<file path="config.mk">
export PLATFORM = sky130hd
export DESIGN_NAME = sfic_top
export DESIGN_NICKNAME = d
export VERILOG_FILES = /design/src/verilog/sfic_pkg.sv /design/src/verilog/sfic_top.sv
export SDC_FILE = /design/constraint.sdc
export NUM_CORES = 2
export LEC_CHECK = 0
export ABC_CLOCK_PERIOD_IN_PS = 5700
export BUFFER_PORTS_ARGS = -buffer_cell sky130_fd_sc_hd__clkbuf_2
export CORE_ASPECT_RATIO = 2
export CORE_MARGIN = 2
export CORE_UTILIZATION = 55
export DETAILED_ROUTE_END_ITERATION = 8
export HOLD_SLACK_MARGIN = 0.08
export PLACE_DENSITY = 0.74
export SLEW_MARGIN = 10
export SYNTH_ARGS = -nofsm -noshare
export SYNTH_HDL_FRONTEND = slang
export SYNTH_SLANG_ARGS = --single-unit
</file>
<file path="constraint.sdc">
create_clock -name ref_clk -period 5.7 [get_ports ref_clk]
set_input_delay 0.855 -clock ref_clk [delete_from_list [all_inputs] [get_ports ref_clk]]
set_output_delay 0.855 -clock ref_clk [all_outputs]
set_load 0.02 [all_outputs]
</file>
<file path="src/verilog/sfic_pkg.sv">
// constants and state layout for the spi fifo interrupt and clock divider block
// assumes one 50 MHz ref_clk domain and a 14-bit internal apb address
package sfic_pkg;
  // ---------------------------------------------------------------
  // bus and data shape
  // ---------------------------------------------------------------
  localparam int ADDR_W = 14;
  localparam int DATA_W = 32;
  localparam int FIFO_DEPTH = 16;
  localparam int LVL_W = $clog2(FIFO_DEPTH + 1);
  localparam int CLK_PERIOD_NS = 20;
  // ---------------------------------------------------------------
  // register offsets and windows
  // ---------------------------------------------------------------
  localparam logic [ADDR_W-1:0] OFS_RAW = 14'h0000;
  localparam logic [ADDR_W-1:0] OFS_MASK = 14'h0004;
  localparam logic [ADDR_W-1:0] OFS_CLEAR = 14'h0008;
  localparam logic [ADDR_W-1:0] OFS_DIV = 14'h000C;
  localparam logic [1:0] WIN_REGS = 2'h0;
  localparam logic [1:0] WIN_TX = 2'h1;
  localparam logic [1:0] WIN_RX = 2'h2;
  // ---------------------------------------------------------------
  // interrupt source bit positions
  // ---------------------------------------------------------------
  localparam int NSRC = 11;
  localparam int SRC_TX_EMPTY = 0;
  localparam int SRC_TX_LEVEL = 1;
  localparam int SRC_TX_SPACE = 2;
  localparam int SRC_RX_NONEMPTY = 3;
  localparam int SRC_RX_LEVEL = 4;
  localparam int SRC_RX_FULL = 5;
  localparam int SRC_BUS_RX = 6;
  localparam int SRC_BUS_TX = 7;
  localparam int SRC_SER_TX = 8;
  localparam int SRC_SER_RX = 9;
  localparam int SRC_TOKEN = 10;
  // ---------------------------------------------------------------
  // reset values and codes
  // ---------------------------------------------------------------
  localparam logic [NSRC-1:0] MASK_RST = 11'h7FF;
  localparam logic [DATA_W-1:0] DIV_RST = 32'h00000002;
  localparam logic [DATA_W-1:0] DIV_MIN = 32'h00000002;
  localparam logic [7:0] IDLE_BYTE = 8'hFF;
  localparam logic [7:0] TOKEN_BYTE = 8'hFE;
  localparam logic [3:0] STRB_WORD = 4'hF;
endpackage

</file>
<file path="src/verilog/sfic_top.sv">
// spi fifo interrupt flags, mask, clear, clock divider and the two data fifos
// assumes the apb master, the serial shifter and the mode/threshold inputs
// all run on ref_clk; the shifter pulses sh_tx_ready only when it wants a word
//
// How it works
// - bus-side rx error: read of empty rx fifo or misaligned access sets bit 6
// - word write while byte pointer is not at byte 0 is misaligned
// - rx fifo reaching full sets bit 5
// - rx level rising above the half threshold sets bit 4
// - rx fifo going from empty to non-empty sets bit 3
// - tx fifo going from full to not full sets bit 2
// - tx level falling below the half threshold sets bit 1
// - tx fifo becoming empty sets bit 0
// - eleven mask bits, 1 masks, reset all masked to 0x7FF
// - writing 1 to a clear bit clears that raw source bit
// - serial clock is ref_clk divided by the 32-bit divisor, reset 2; divisor values 0 and 1 divide by 2
// - divisor only acts in master mode; slave mode ignores it
// - raw unmasked source flags read back at offset 0x00
// - received byte FF followed by FE sets bit 10
// - bus-side tx error: write to full tx fifo sets bit 7
// - serial-side rx overrun sets bit 9, tx underrun sets bit 8
`timescale 1ns/100ps

// ---------------------------------------------------------------
// generic fifo, flip-flop storage
// ---------------------------------------------------------------
module sfic_fifo #(
  parameter int WIDTH = 32,
  parameter int DEPTH = 16
) (
  input wire logic ref_clk, // system clock
  input wire logic rst_n, // async reset, active low
  input wire logic in_valid, // write request
  output logic in_ready, // room for a word
  input wire logic [WIDTH-1:0] in_data, // write data
  output logic out_valid, // head word present
  input wire logic out_ready, // consume head
  output logic [WIDTH-1:0] out_data, // head word
  output logic [$clog2(DEPTH+1)-1:0] level // words held
);
  localparam int PW = $clog2(DEPTH);
  localparam int CW = $clog2(DEPTH + 1);
  typedef struct packed {
    logic [DEPTH-1:0][WIDTH-1:0] mem;
    logic [PW-1:0] wp;
    logic [PW-1:0] rp;
    logic [CW-1:0] cnt;
    logic in_ready;
    logic out_valid;
    logic [WIDTH-1:0] head;
  } sfic_fifo_state_type;
  sfic_fifo_state_type st;
  sfic_fifo_state_type next_st;
  logic push;
  logic pop;

  // full, empty and the head word are registered so every output comes from a flop
  always_comb begin
    next_st = st;
    push = in_valid && st.in_ready;
    pop = out_ready && st.out_valid;
    if (push) begin
      next_st.mem[st.wp] = in_data;
      next_st.wp = st.wp + PW'(1);
    end
    if (pop) begin
      next_st.rp = st.rp + PW'(1);
    end
    next_st.cnt = st.cnt + CW'(push) - CW'(pop);
    next_st.in_ready = next_st.cnt != CW'(DEPTH);
    next_st.out_valid = next_st.cnt != '0;
    next_st.head = next_st.mem[next_st.rp]; // word that will sit at the head
  end

  always_ff @(posedge ref_clk or negedge rst_n) begin
    if (!rst_n) begin
      st <= '0;
      st.in_ready <= 1'b1;
    end else begin
      st <= next_st;
    end
  end

  assign in_ready = st.in_ready;
  assign out_valid = st.out_valid;
  assign out_data = st.head;
  assign level = st.cnt;
endmodule

// ---------------------------------------------------------------
// top: apb registers, flags, divider
// ---------------------------------------------------------------
module sfic_top (
  input wire logic ref_clk, // 50 MHz clock
  input wire logic rst_n, // async reset, active low
  input wire logic psel, // apb select
  input wire logic penable, // apb access phase
  input wire logic pwrite, // apb write
  input wire logic [sfic_pkg::ADDR_W-1:0] paddr, // apb byte address
  input wire logic [sfic_pkg::DATA_W-1:0] pwdata, // apb write data
  input wire logic [3:0] pstrb, // apb byte strobes
  output logic [sfic_pkg::DATA_W-1:0] prdata, // apb read data
  output logic pready, // apb ready
  output logic pslverr, // unmapped address, tx window read or rx window write
  output logic irq, // interrupt, active high
  input wire logic master_mode, // 1 master, 0 slave
  input wire logic [sfic_pkg::LVL_W-1:0] rx_half_level, // rx threshold
  input wire logic [sfic_pkg::LVL_W-1:0] tx_half_level, // tx threshold
  output logic sclk, // master serial clock
  output logic sh_tx_valid, // tx word for shifter
  input wire logic sh_tx_ready, // shifter takes tx word
  output logic [sfic_pkg::DATA_W-1:0] sh_tx_data, // tx word
  input wire logic sh_rx_valid, // shifter offers rx word
  output logic sh_rx_ready, // rx fifo has room
  input wire logic [sfic_pkg::DATA_W-1:0] sh_rx_data // rx word
);
  import sfic_pkg::*;

  typedef struct packed {
    logic [NSRC-1:0] raw;
    logic [NSRC-1:0] mask;
    logic [DATA_W-1:0] div;
    logic [DATA_W-1:0] cnt;
    logic [DATA_W-1:0] prdata;
    logic [DATA_W-1:0] acc;
    logic [DATA_W-1:0] tx_word;
    logic [1:0] bptr;
    logic [LVL_W-1:0] prev_tx;
    logic [LVL_W-1:0] prev_rx;
    logic [7:0] last_byte;
    logic pready;
    logic pslverr;
    logic irq;
    logic sclk;
    logic tx_push;
    logic rx_pop;
  } sfic_state_type;

  sfic_state_type st;
  sfic_state_type next_st;
  logic [NSRC-1:0] set_vec;
  logic [NSRC-1:0] clr_vec;
  logic [DATA_W-1:0] div_eff;
  logic acc_cyc;
  logic tx_in_ready;
  logic rx_in_ready;
  logic rx_out_valid;
  logic [DATA_W-1:0] rx_out_data;
  logic [LVL_W-1:0] tx_lvl;
  logic [LVL_W-1:0] rx_lvl;

  // which window an address falls in
  function automatic logic [1:0] win_of(input logic [ADDR_W-1:0] a);
    return a[ADDR_W-1:ADDR_W-2];
  endfunction

  // ---------------------------------------------------------------
  // data fifos
  // ---------------------------------------------------------------
  sfic_fifo #(.WIDTH(DATA_W), .DEPTH(FIFO_DEPTH)) tx_fifo (
    .ref_clk(ref_clk),
    .rst_n(rst_n),
    .in_valid(st.tx_push),
    .in_ready(tx_in_ready),
    .in_data(st.tx_word),
    .out_valid(sh_tx_valid),
    .out_ready(sh_tx_ready),
    .out_data(sh_tx_data),
    .level(tx_lvl)
  );

  sfic_fifo #(.WIDTH(DATA_W), .DEPTH(FIFO_DEPTH)) rx_fifo (
    .ref_clk(ref_clk),
    .rst_n(rst_n),
    .in_valid(sh_rx_valid),
    .in_ready(rx_in_ready),
    .in_data(sh_rx_data),
    .out_valid(rx_out_valid),
    .out_ready(st.rx_pop),
    .out_data(rx_out_data),
    .level(rx_lvl)
  );

  assign sh_rx_ready = rx_in_ready;
  assign acc_cyc = psel && penable && !st.pready;

  // ---------------------------------------------------------------
  // next state
  // ---------------------------------------------------------------
  // register access is taken in the first access cycle, pready follows
  always_comb begin
    next_st = st;
    set_vec = '0;
    clr_vec = '0;
    next_st.pready = 1'b0;
    next_st.pslverr = 1'b0;
    next_st.tx_push = 1'b0;
    next_st.rx_pop = 1'b0;
    div_eff = (st.div < DIV_MIN) ? DIV_MIN : st.div;
    if (acc_cyc) begin
      next_st.pready = 1'b1;
      next_st.prdata = '0;
      case (win_of(paddr))
        WIN_REGS: begin
          if (pwrite) begin
            case (paddr)
              OFS_MASK: next_st.mask = pwdata[NSRC-1:0];
              OFS_CLEAR: clr_vec = pwdata[NSRC-1:0];
              OFS_DIV: next_st.div = pwdata;
              OFS_RAW: next_st.pslverr = 1'b0;
              default: next_st.pslverr = 1'b1;
            endcase
          end else begin
            case (paddr)
              OFS_RAW: next_st.prdata = {{(DATA_W-NSRC){1'b0}}, st.raw};
              OFS_MASK: next_st.prdata = {{(DATA_W-NSRC){1'b0}}, st.mask};
              OFS_CLEAR: next_st.prdata = '0;
              OFS_DIV: next_st.prdata = st.div;
              default: next_st.pslverr = 1'b1;
            endcase
          end
        end
        WIN_TX: begin
          if (!pwrite) begin
            next_st.pslverr = 1'b1;
          end else if (pstrb == STRB_WORD) begin
            if (st.bptr != 2'h0) begin
              set_vec[SRC_BUS_RX] = 1'b1;
              next_st.bptr = 2'h0;
            end else if (!tx_in_ready) begin
              set_vec[SRC_BUS_TX] = 1'b1;
            end else begin
              next_st.tx_push = 1'b1;
              next_st.tx_word = pwdata;
            end
          end else begin
            // byte writes pack low byte first into one word
            next_st.acc[{st.bptr, 3'b000} +: 8] = pwdata[7:0];
            next_st.bptr = st.bptr + 2'h1;
            if (st.bptr == 2'h3) begin
              if (tx_in_ready) begin
                next_st.tx_push = 1'b1;
                next_st.tx_word = {pwdata[7:0], st.acc[23:0]};
              end else begin
                set_vec[SRC_BUS_TX] = 1'b1;
              end
            end
          end
        end
        WIN_RX: begin
          if (pwrite) begin
            next_st.pslverr = 1'b1;
          end else if (!rx_out_valid) begin
            set_vec[SRC_BUS_RX] = 1'b1;
          end else begin
            next_st.prdata = rx_out_data;
            next_st.rx_pop = 1'b1;
          end
        end
        default: next_st.pslverr = 1'b1;
      endcase
    end
    set_vec[SRC_SER_RX] = sh_rx_valid && !rx_in_ready;
    set_vec[SRC_SER_TX] = sh_tx_ready && !sh_tx_valid;
    if (sh_rx_valid && rx_in_ready) begin
      next_st.last_byte = sh_rx_data[7:0];
      if (st.last_byte == IDLE_BYTE && sh_rx_data[7:0] == TOKEN_BYTE) begin
        set_vec[SRC_TOKEN] = 1'b1;
      end
    end
    // level events are edges, judged against last cycle's fill
    // rx reaches full
    set_vec[SRC_RX_FULL] = rx_lvl == LVL_W'(FIFO_DEPTH) && st.prev_rx != LVL_W'(FIFO_DEPTH);
    set_vec[SRC_RX_LEVEL] = rx_lvl > rx_half_level && !(st.prev_rx > rx_half_level);
    set_vec[SRC_RX_NONEMPTY] = rx_lvl != '0 && st.prev_rx == '0;
    set_vec[SRC_TX_SPACE] = tx_lvl != LVL_W'(FIFO_DEPTH) && st.prev_tx == LVL_W'(FIFO_DEPTH);
    set_vec[SRC_TX_LEVEL] = tx_lvl < tx_half_level && !(st.prev_tx < tx_half_level);
    set_vec[SRC_TX_EMPTY] = tx_lvl == '0 && st.prev_tx != '0;
    next_st.prev_rx = rx_lvl;
    next_st.prev_tx = tx_lvl;
    // set wins over a clear in the same cycle
    next_st.raw = (st.raw & ~clr_vec) | set_vec;
    next_st.irq = |(next_st.raw & ~next_st.mask);
    // divide by div_eff, high for the upper half of the count
    if (master_mode) begin
      next_st.cnt = (st.cnt >= div_eff - 32'h1) ? '0 : st.cnt + 32'h1;
      next_st.sclk = next_st.cnt >= (div_eff >> 1);
    end else begin
      next_st.cnt = '0;
      next_st.sclk = 1'b0;
    end
  end

  always_ff @(posedge ref_clk or negedge rst_n) begin
    if (!rst_n) begin
      st <= '0;
      st.mask <= MASK_RST;
      st.div <= DIV_RST;
    end else begin
      st <= next_st;
    end
  end

  assign prdata = st.prdata;
  assign pready = st.pready;
  assign pslverr = st.pslverr;
  assign irq = st.irq;
  assign sclk = st.sclk;
endmodule
</file>
# After elaboration in Yosys (flattened, before gate mapping)
# Index checks and enable logic that the tools add are counted.
[classes] add_sub_neg=12 magnitude_cmp=13 n_eq_ne=17 n_shift=2 n_mux=68 bitwise=6 n_reduce_logical=38
[ops] cell="$mux W516" count=2
[ops] cell="$bwmux W512" count=2
[ops] cell="$mux W32" count=15
[ops] cell="$bmux W32 S4" count=2
[ops] cell="$demux W32 S4" count=2
[ops] cell="$mux W43" count=3
[ops] cell="$pmux W32 S3" count=1
[ops] cell="$pmux W32 S2" count=1
[ops] cell="$mux W11" count=5
[ops] cell="$mux W34" count=1
[ops] cell="$add A32 B1 Y32 const B" count=1
[ops] cell="$bwmux W32" count=1
[ops] cell="$ge A32 B31 Y1" count=1
[ops] cell="$ge A32 B32 Y1" count=1
[ops] cell="$lt A32 B2 Y1 const B" count=1
[ops] cell="$shift A8 B7 Y32 const A" count=1
[ops] cell="$shiftx A8 B7 Y32" count=1
[ops] cell="$sub A32 B1 Y32 const B" count=1
[ops] cell="$eq A14 B4 Y1 const B" count=2
[ops] cell="$mux W1" count=24
[ops] cell="$and A11 B11 Y11" count=2
[ops] cell="$not A11 Y11" count=2
[ops] cell="$lt A4 B5 Y1 const B" count=4
[ops] cell="$ne A5 B5 Y1 const B" count=4
[ops] cell="other kinds (33)" count=76
[totals] regBits=1326 inputBits=100 out_inout_bits=70 word_cells=217

# Depth between registers and ports, before layout
[depth] ltp_word=10 depth_mapped=29 mapped_depth_nobuf=27

# Cells and area by module
# A second synthesis with hierarchy kept.
[hier_totals] cells_unflattened=6482 hier_area_um2=64926.0
[modules_own_cells] module="sfic_fifo (rx_fifo)" instances=1 cells_per_inst=2784 area_each_um2=27293.7 seq_area_each_um2=13989.7
[modules_own_cells] module="sfic_fifo (tx_fifo)" instances=1 cells_per_inst=2427 area_each_um2=26051.2 seq_area_each_um2=13989.7
[modules_own_cells] module="sfic_top" instances=1 cells_per_inst=1271 area_each_um2=11581.1 seq_area_each_um2=5019.8

# Worst setup path after synthesis
# OpenSTA, ideal clock, no wires.
[synth_timing] kind="flip-flop to flip-flop" start="register st[156] (netlist bit)" end="register st, in the netlist sclk" setup_ns=0.119 arrival_ns=6.091 required_ns=5.581 slack_ns=-0.510 stages_incl_launch_ff=28 path_buffers=3 synth_period_minus_slack_ns=6.210 cell_sequence="dfrtp_1 or4_4 or4_4 or3_1 buf_2 nor3b_1 nand2b_1 ha_1 inv_1 or4_1 xnor2_1 ha_1 nand3_1 nor3_1 a311o_1 o211ai_1 clkbuf_1 nand2_1 clkbuf_1 nor2_1 ha_1 a21oi_1 o21ai_0 a2111oi_0 o41ai_1 o211ai_1 a21oi_1 o21a_1"
[synth_lines] element="from (decl)" line_no="sfic_top.sv:139" text="sfic_state_type st;"
[synth_lines] element="from (signal assigned)" line_no="sfic_top.sv:300" text="st <= next_st;"

==> impl_metrics.json <==
{
  "first_global_vias": 46500,
  "cp-startpoint": "st[159]$_DFFE_PN0P_",
  "internal-power_mw": 22.0,
  "max-slew-margin-rel": 0.194,
  "overflow": 0,
  "comb_power_share": 0.385,
  "seq_area_frac_synth": 0.529,
  "die-area_um2": 116000,
  "cts_sinks": 1318,
  "synth.avg_cell_area_um2": 11.9,
  "met3_usage": 0.0619,
  "worstSetupPathType": "register to register",
  "crit_cells": 27,
  "cellPowerDensity_nw_per_um2": 518,
  "cp.required_ns": 6.36,
  "mostFrequentLayoutCell": "dfrtp_1",
  "viasPerCell": 6.58,
  "grtUsageMet1": 0.349,
  "cp.arrival_ns": 6.74,
  "total_power_mw": 35.9,
  "htree_levels": 3,
  "start_util": 0.555,
  "wl_mm": 185,
  "synth_cells": 5256,
  "die_h_um": 480,
  "hold_viol_final": 0,
  "cts_hold_buf": 0,
  "antenna_found_initial": 13,
  "setup_viol": 1,
  "ant_nets": 0,
  "clk_latency_ns": 0.77,
  "ff2ff_path_depth": 27,
  "outcome": "finished with violations",
  "final_cell_mix": "dfrtp_1 (1,304), mux2_2 (1,030), nand2_1 (361), nor2_1 (257), buf_4 (200)",
  "fill_cells": 8848,
  "async_flop_share": 1.00,
  "p_sw_frac": 0.388,
  "dr_total_vias": 44700,
  "crit_path_start_kind": "register",
  "violations": "negative setup slack",
  "vdd_drop_max_v": 0.000431,
  "yosysWarnings": 0,
  "drt_iter0_markers": 3768,
  "crit_path_top_delay_cell": "or4_4",
  "syn2layout_area_growth_pct": 11.4,
  "worst_setup_path_end_kind": "register",
  "top_usage_layer": "met2",
  "fin_crit_sh": 1.07,
  "final_core_util": 0.618,
  "pwr-share-clk": 0.238,
  "cts_tree": "done",
  "ys_types": 70,
  "crit_family": "simple AND/OR/NAND/NOR gates",
  "grt_pass1_wl_mm": 280,
  "cp_common_cell": "or4_4",
  "syn_area_um2": 62300,
  "r2r-start": "st[159]$_DFFE_PN0P_",
  "p_seq_frac": 0.377,
  "core_um2": 112000,
  "min_period_ns": 6.07,
  "dp_hpwl_mm": 121,
  "grt_usage": 0.316,
  "max_slew.worst_pin.slew_ns": 1.21,
  "seq_area_um2": 33000,
  "grt_util_met2": 0.559,
  "gp_congestion": 0.892,
  "synth_edf_count": 0,
  "drc": 0,
  "core.rowCount": 174,
  "ys_ff_latch": 1318,
  "synth_nets": 5472,
  "clock-root-buffer": "clkbuf_16",
  "die_w_um": 242,
  "yosysTopAreaCell": "dfrtp_1",
  "critical-path-max-stage-delay_ns": 0.53,
  "cts_buffer_depth": 3,
  "drt-pass1-iter-count": 7,
  "io_pins": 170,
  "wl_per_cell_um": 27.2,
  "hold_path_class": "primary input to async pin",
  "clock_skew_ns": 0.0378,
  "layout.nets": 5422,
  "grt_max_degree": 191,
  "worst-path-buf-inv": 4,
  "leakage_nw": 31.6,
  "synth_top_cell_area_share": 0.524,
  "final_layout_size_suffix_gt1_frac": 0.346,
  "synthFlopType": "dfrtp_1",
  "rsz0062_at_grt": "true",
  "final.setup.worst_slack_ns": -0.373,
  "portBuffers": 169,
  "max_freq_ghz": 0.165,
  "cap_violations": 0,
  "switching_power_mw": 13.9,
  "final-max-slew-violation-count": 0,
  "synth_area_leaders": "dfrtp_1 (52%), mux2_2 (19%), clkbuf_1 (2.8%)",
  "multiInputGateArea_um2": 27500,
  "cts.clk_slew.worst_paths_ns": 0.07,
  "numCtsBuffers": 114,
  "cp_max_fo": 6
}
[registers in the layout, indices dropped and copies added (netlist names)]
register	cells
rx_fifo.st	520
tx_fifo.st	520
st	164
prdata	32
rx_fifo.out_data	32
tx_fifo.out_data	32
rx_fifo.level	5
tx_fifo.level	5
irq	1
pready	1
pslverr	1
rx_fifo.in_ready	1
rx_fifo.out_valid	1
sclk	1
tx_fifo.in_ready	1
tx_fifo.out_valid	1
[metrics by stage]
| step | hold slack, ns | setup WS, ns | cells | instance area [µm²] | setup TNS, ns |
|---|---|---|---|---|---|
| finish | 0.119 | -0.373 | 6800 | 69400 | -0.373 |
| global route | 0.160 | -0.575 | 6796 | 69400 | -0.575 |
| CTS | 0.127 | -0.475 | 6793 | 69300 | -0.475 |
| detailed placement | 0.363 | -0.613 | 6581 | 65000 | -0.613 |
| global placement | 0.357 | -0.570 | 6581 | 65000 | -0.570 |
| floorplan | 0.354 | -0.0655 | 5256 | 62400 | -0.0655 |
[cells by family after synthesis]
family,share of synthesized area
AOI/OAI and AO/OA,0.134
xor gates and xnor gates,0.0112
adders and majority gates,0.0235
buffers and inverters,0.0427
DFF,0.529
muxes,0.190
and+or+nand+nor,0.0694
[worst register-to-register path, cell delays in order, from the launching register on]
cell and delay (ns):
dfrtp_1 0.40, or4_4 0.53, or4_4 0.43, or3_4 0.38, nor3b_4 0.20, nand2b_4 0.17
ha_4 0.15, buf_6 0.11, inv_2 0.04, or4_4 0.42, xnor2_2 0.16, ha_1 0.31
nand3_2 0.08, nor3_1 0.04, a311o_1 0.38, o211ai_1 0.22, buf_4 0.22, nand2b_4 0.10
buf_4 0.15, nor3_2 0.17, ha_1 0.26, nand2_1 0.08, o21ai_2 0.07, a2111oi_4 0.37
o41ai_2 0.13, o211ai_1 0.13, a21oi_1 0.10, o21a_1 0.19
[synthesized netlist by cell type, types with 5 or more instances]
| cell type | count |
|---|---|
| o211ai_1 | 68 |
| nor3b_1 | 6 |
| inv_1 | 97 |
| o22ai_1 | 131 |
| mux2i_1 | 21 |
| xor2_1 | 14 |
| nand3_1 | 48 |
| clkbuf_1 | 462 |
| and3_1 | 13 |
| a22oi_1 | 118 |
| a211oi_1 | 75 |
| nor2_1 | 300 |
| or3_1 | 7 |
| nand4_1 | 54 |
| o22a_1 | 62 |
| a221o_1 | 66 |
| o21ai_0 | 81 |
| o21a_1 | 7 |
| xnor2_1 | 63 |
| buf_4 | 64 |
| dfrtp_1 | 1304 |
| nand2b_1 | 19 |
| nor3_1 | 92 |
| o21ai_1 | 8 |
| nand2_1 | 363 |
| a21oi_1 | 65 |
| mux2_2 | 1030 |
| a22o_1 | 34 |
| o221ai_1 | 7 |
| ha_1 | 114 |
| a221oi_1 | 171 |
| buf_1 | 18 |
| dfstp_2 | 14 |
| nor2b_1 | 13 |
| and2_1 | 7 |
| nor4_1 | 19 |
| nand3b_1 | 5 |
| o221a_2 | 93 |
| a31oi_1 | 66 |
[power by group through the flow]
stage | Combinational, mW | Sequential, mW | Clock (mW)
2_1_floorplan | 9.33 | 12.7 | 0
3_3_place_gp | 13.3 | 13.5 | 0
3_5_place_dp | 13.6 | 13.6 | 0
4_1_cts | 13.7 | 13.5 | 8.65
5_1_grt | 14.6 | 13.8 | 9.02
6_report | 13.8 | 13.5 | 8.55
[per-layer routing]
layer  wire length, µm  share of wire
met5                96        0.00052
met4             11800          0.064
met3             13200          0.071
met2             95200           0.51
met1             65000           0.35
[cell type report]
| class | instances | share of cell area |
|---|---|---|
| inverters | 99 | 0.00535 |
| diodes | 5 | 0.000180 |
| well taps | 1496 | 0.0270 |
| clock buffers | 153 | 0.0469 |
| multi-input cells | 3294 | 0.396 |
| repair buffers | 379 | 0.0366 |
| clock inverters | 56 | 0.0126 |
| flip-flops and latches | 1318 | 0.475 |
[worst paths after layout]
| kind | endpoint | slack, ns |
|---|---|---|
| worst max-delay path | sclk$_DFF_PN0_ | -0.37 |
| max in group asynchronous | tx_fifo.out_data[23]$_DFF_PN0_ | 4.01 |
| worst min-delay path | tx_fifo.st[440]$_DFF_PN0_ | 0.12 |
| worst max register to register | sclk$_DFF_PN0_ | -0.37 |
| worst min register to register | st[19]$_DFF_PN0_ | 0.38 |
| min in group ref_clk | st[55]$_DFFE_PN0P_ | 0.38 |
[repair_timing]
item                       4_1_cts  5_1_grt
gates cloned                     0        0
setup endpoints to repair        1        1
gates resized for setup         26       19
setup buffers                    3        2
pin swaps                       13       16
hold endpoints to repair         0        0
(Power assumes the default switching activity.)
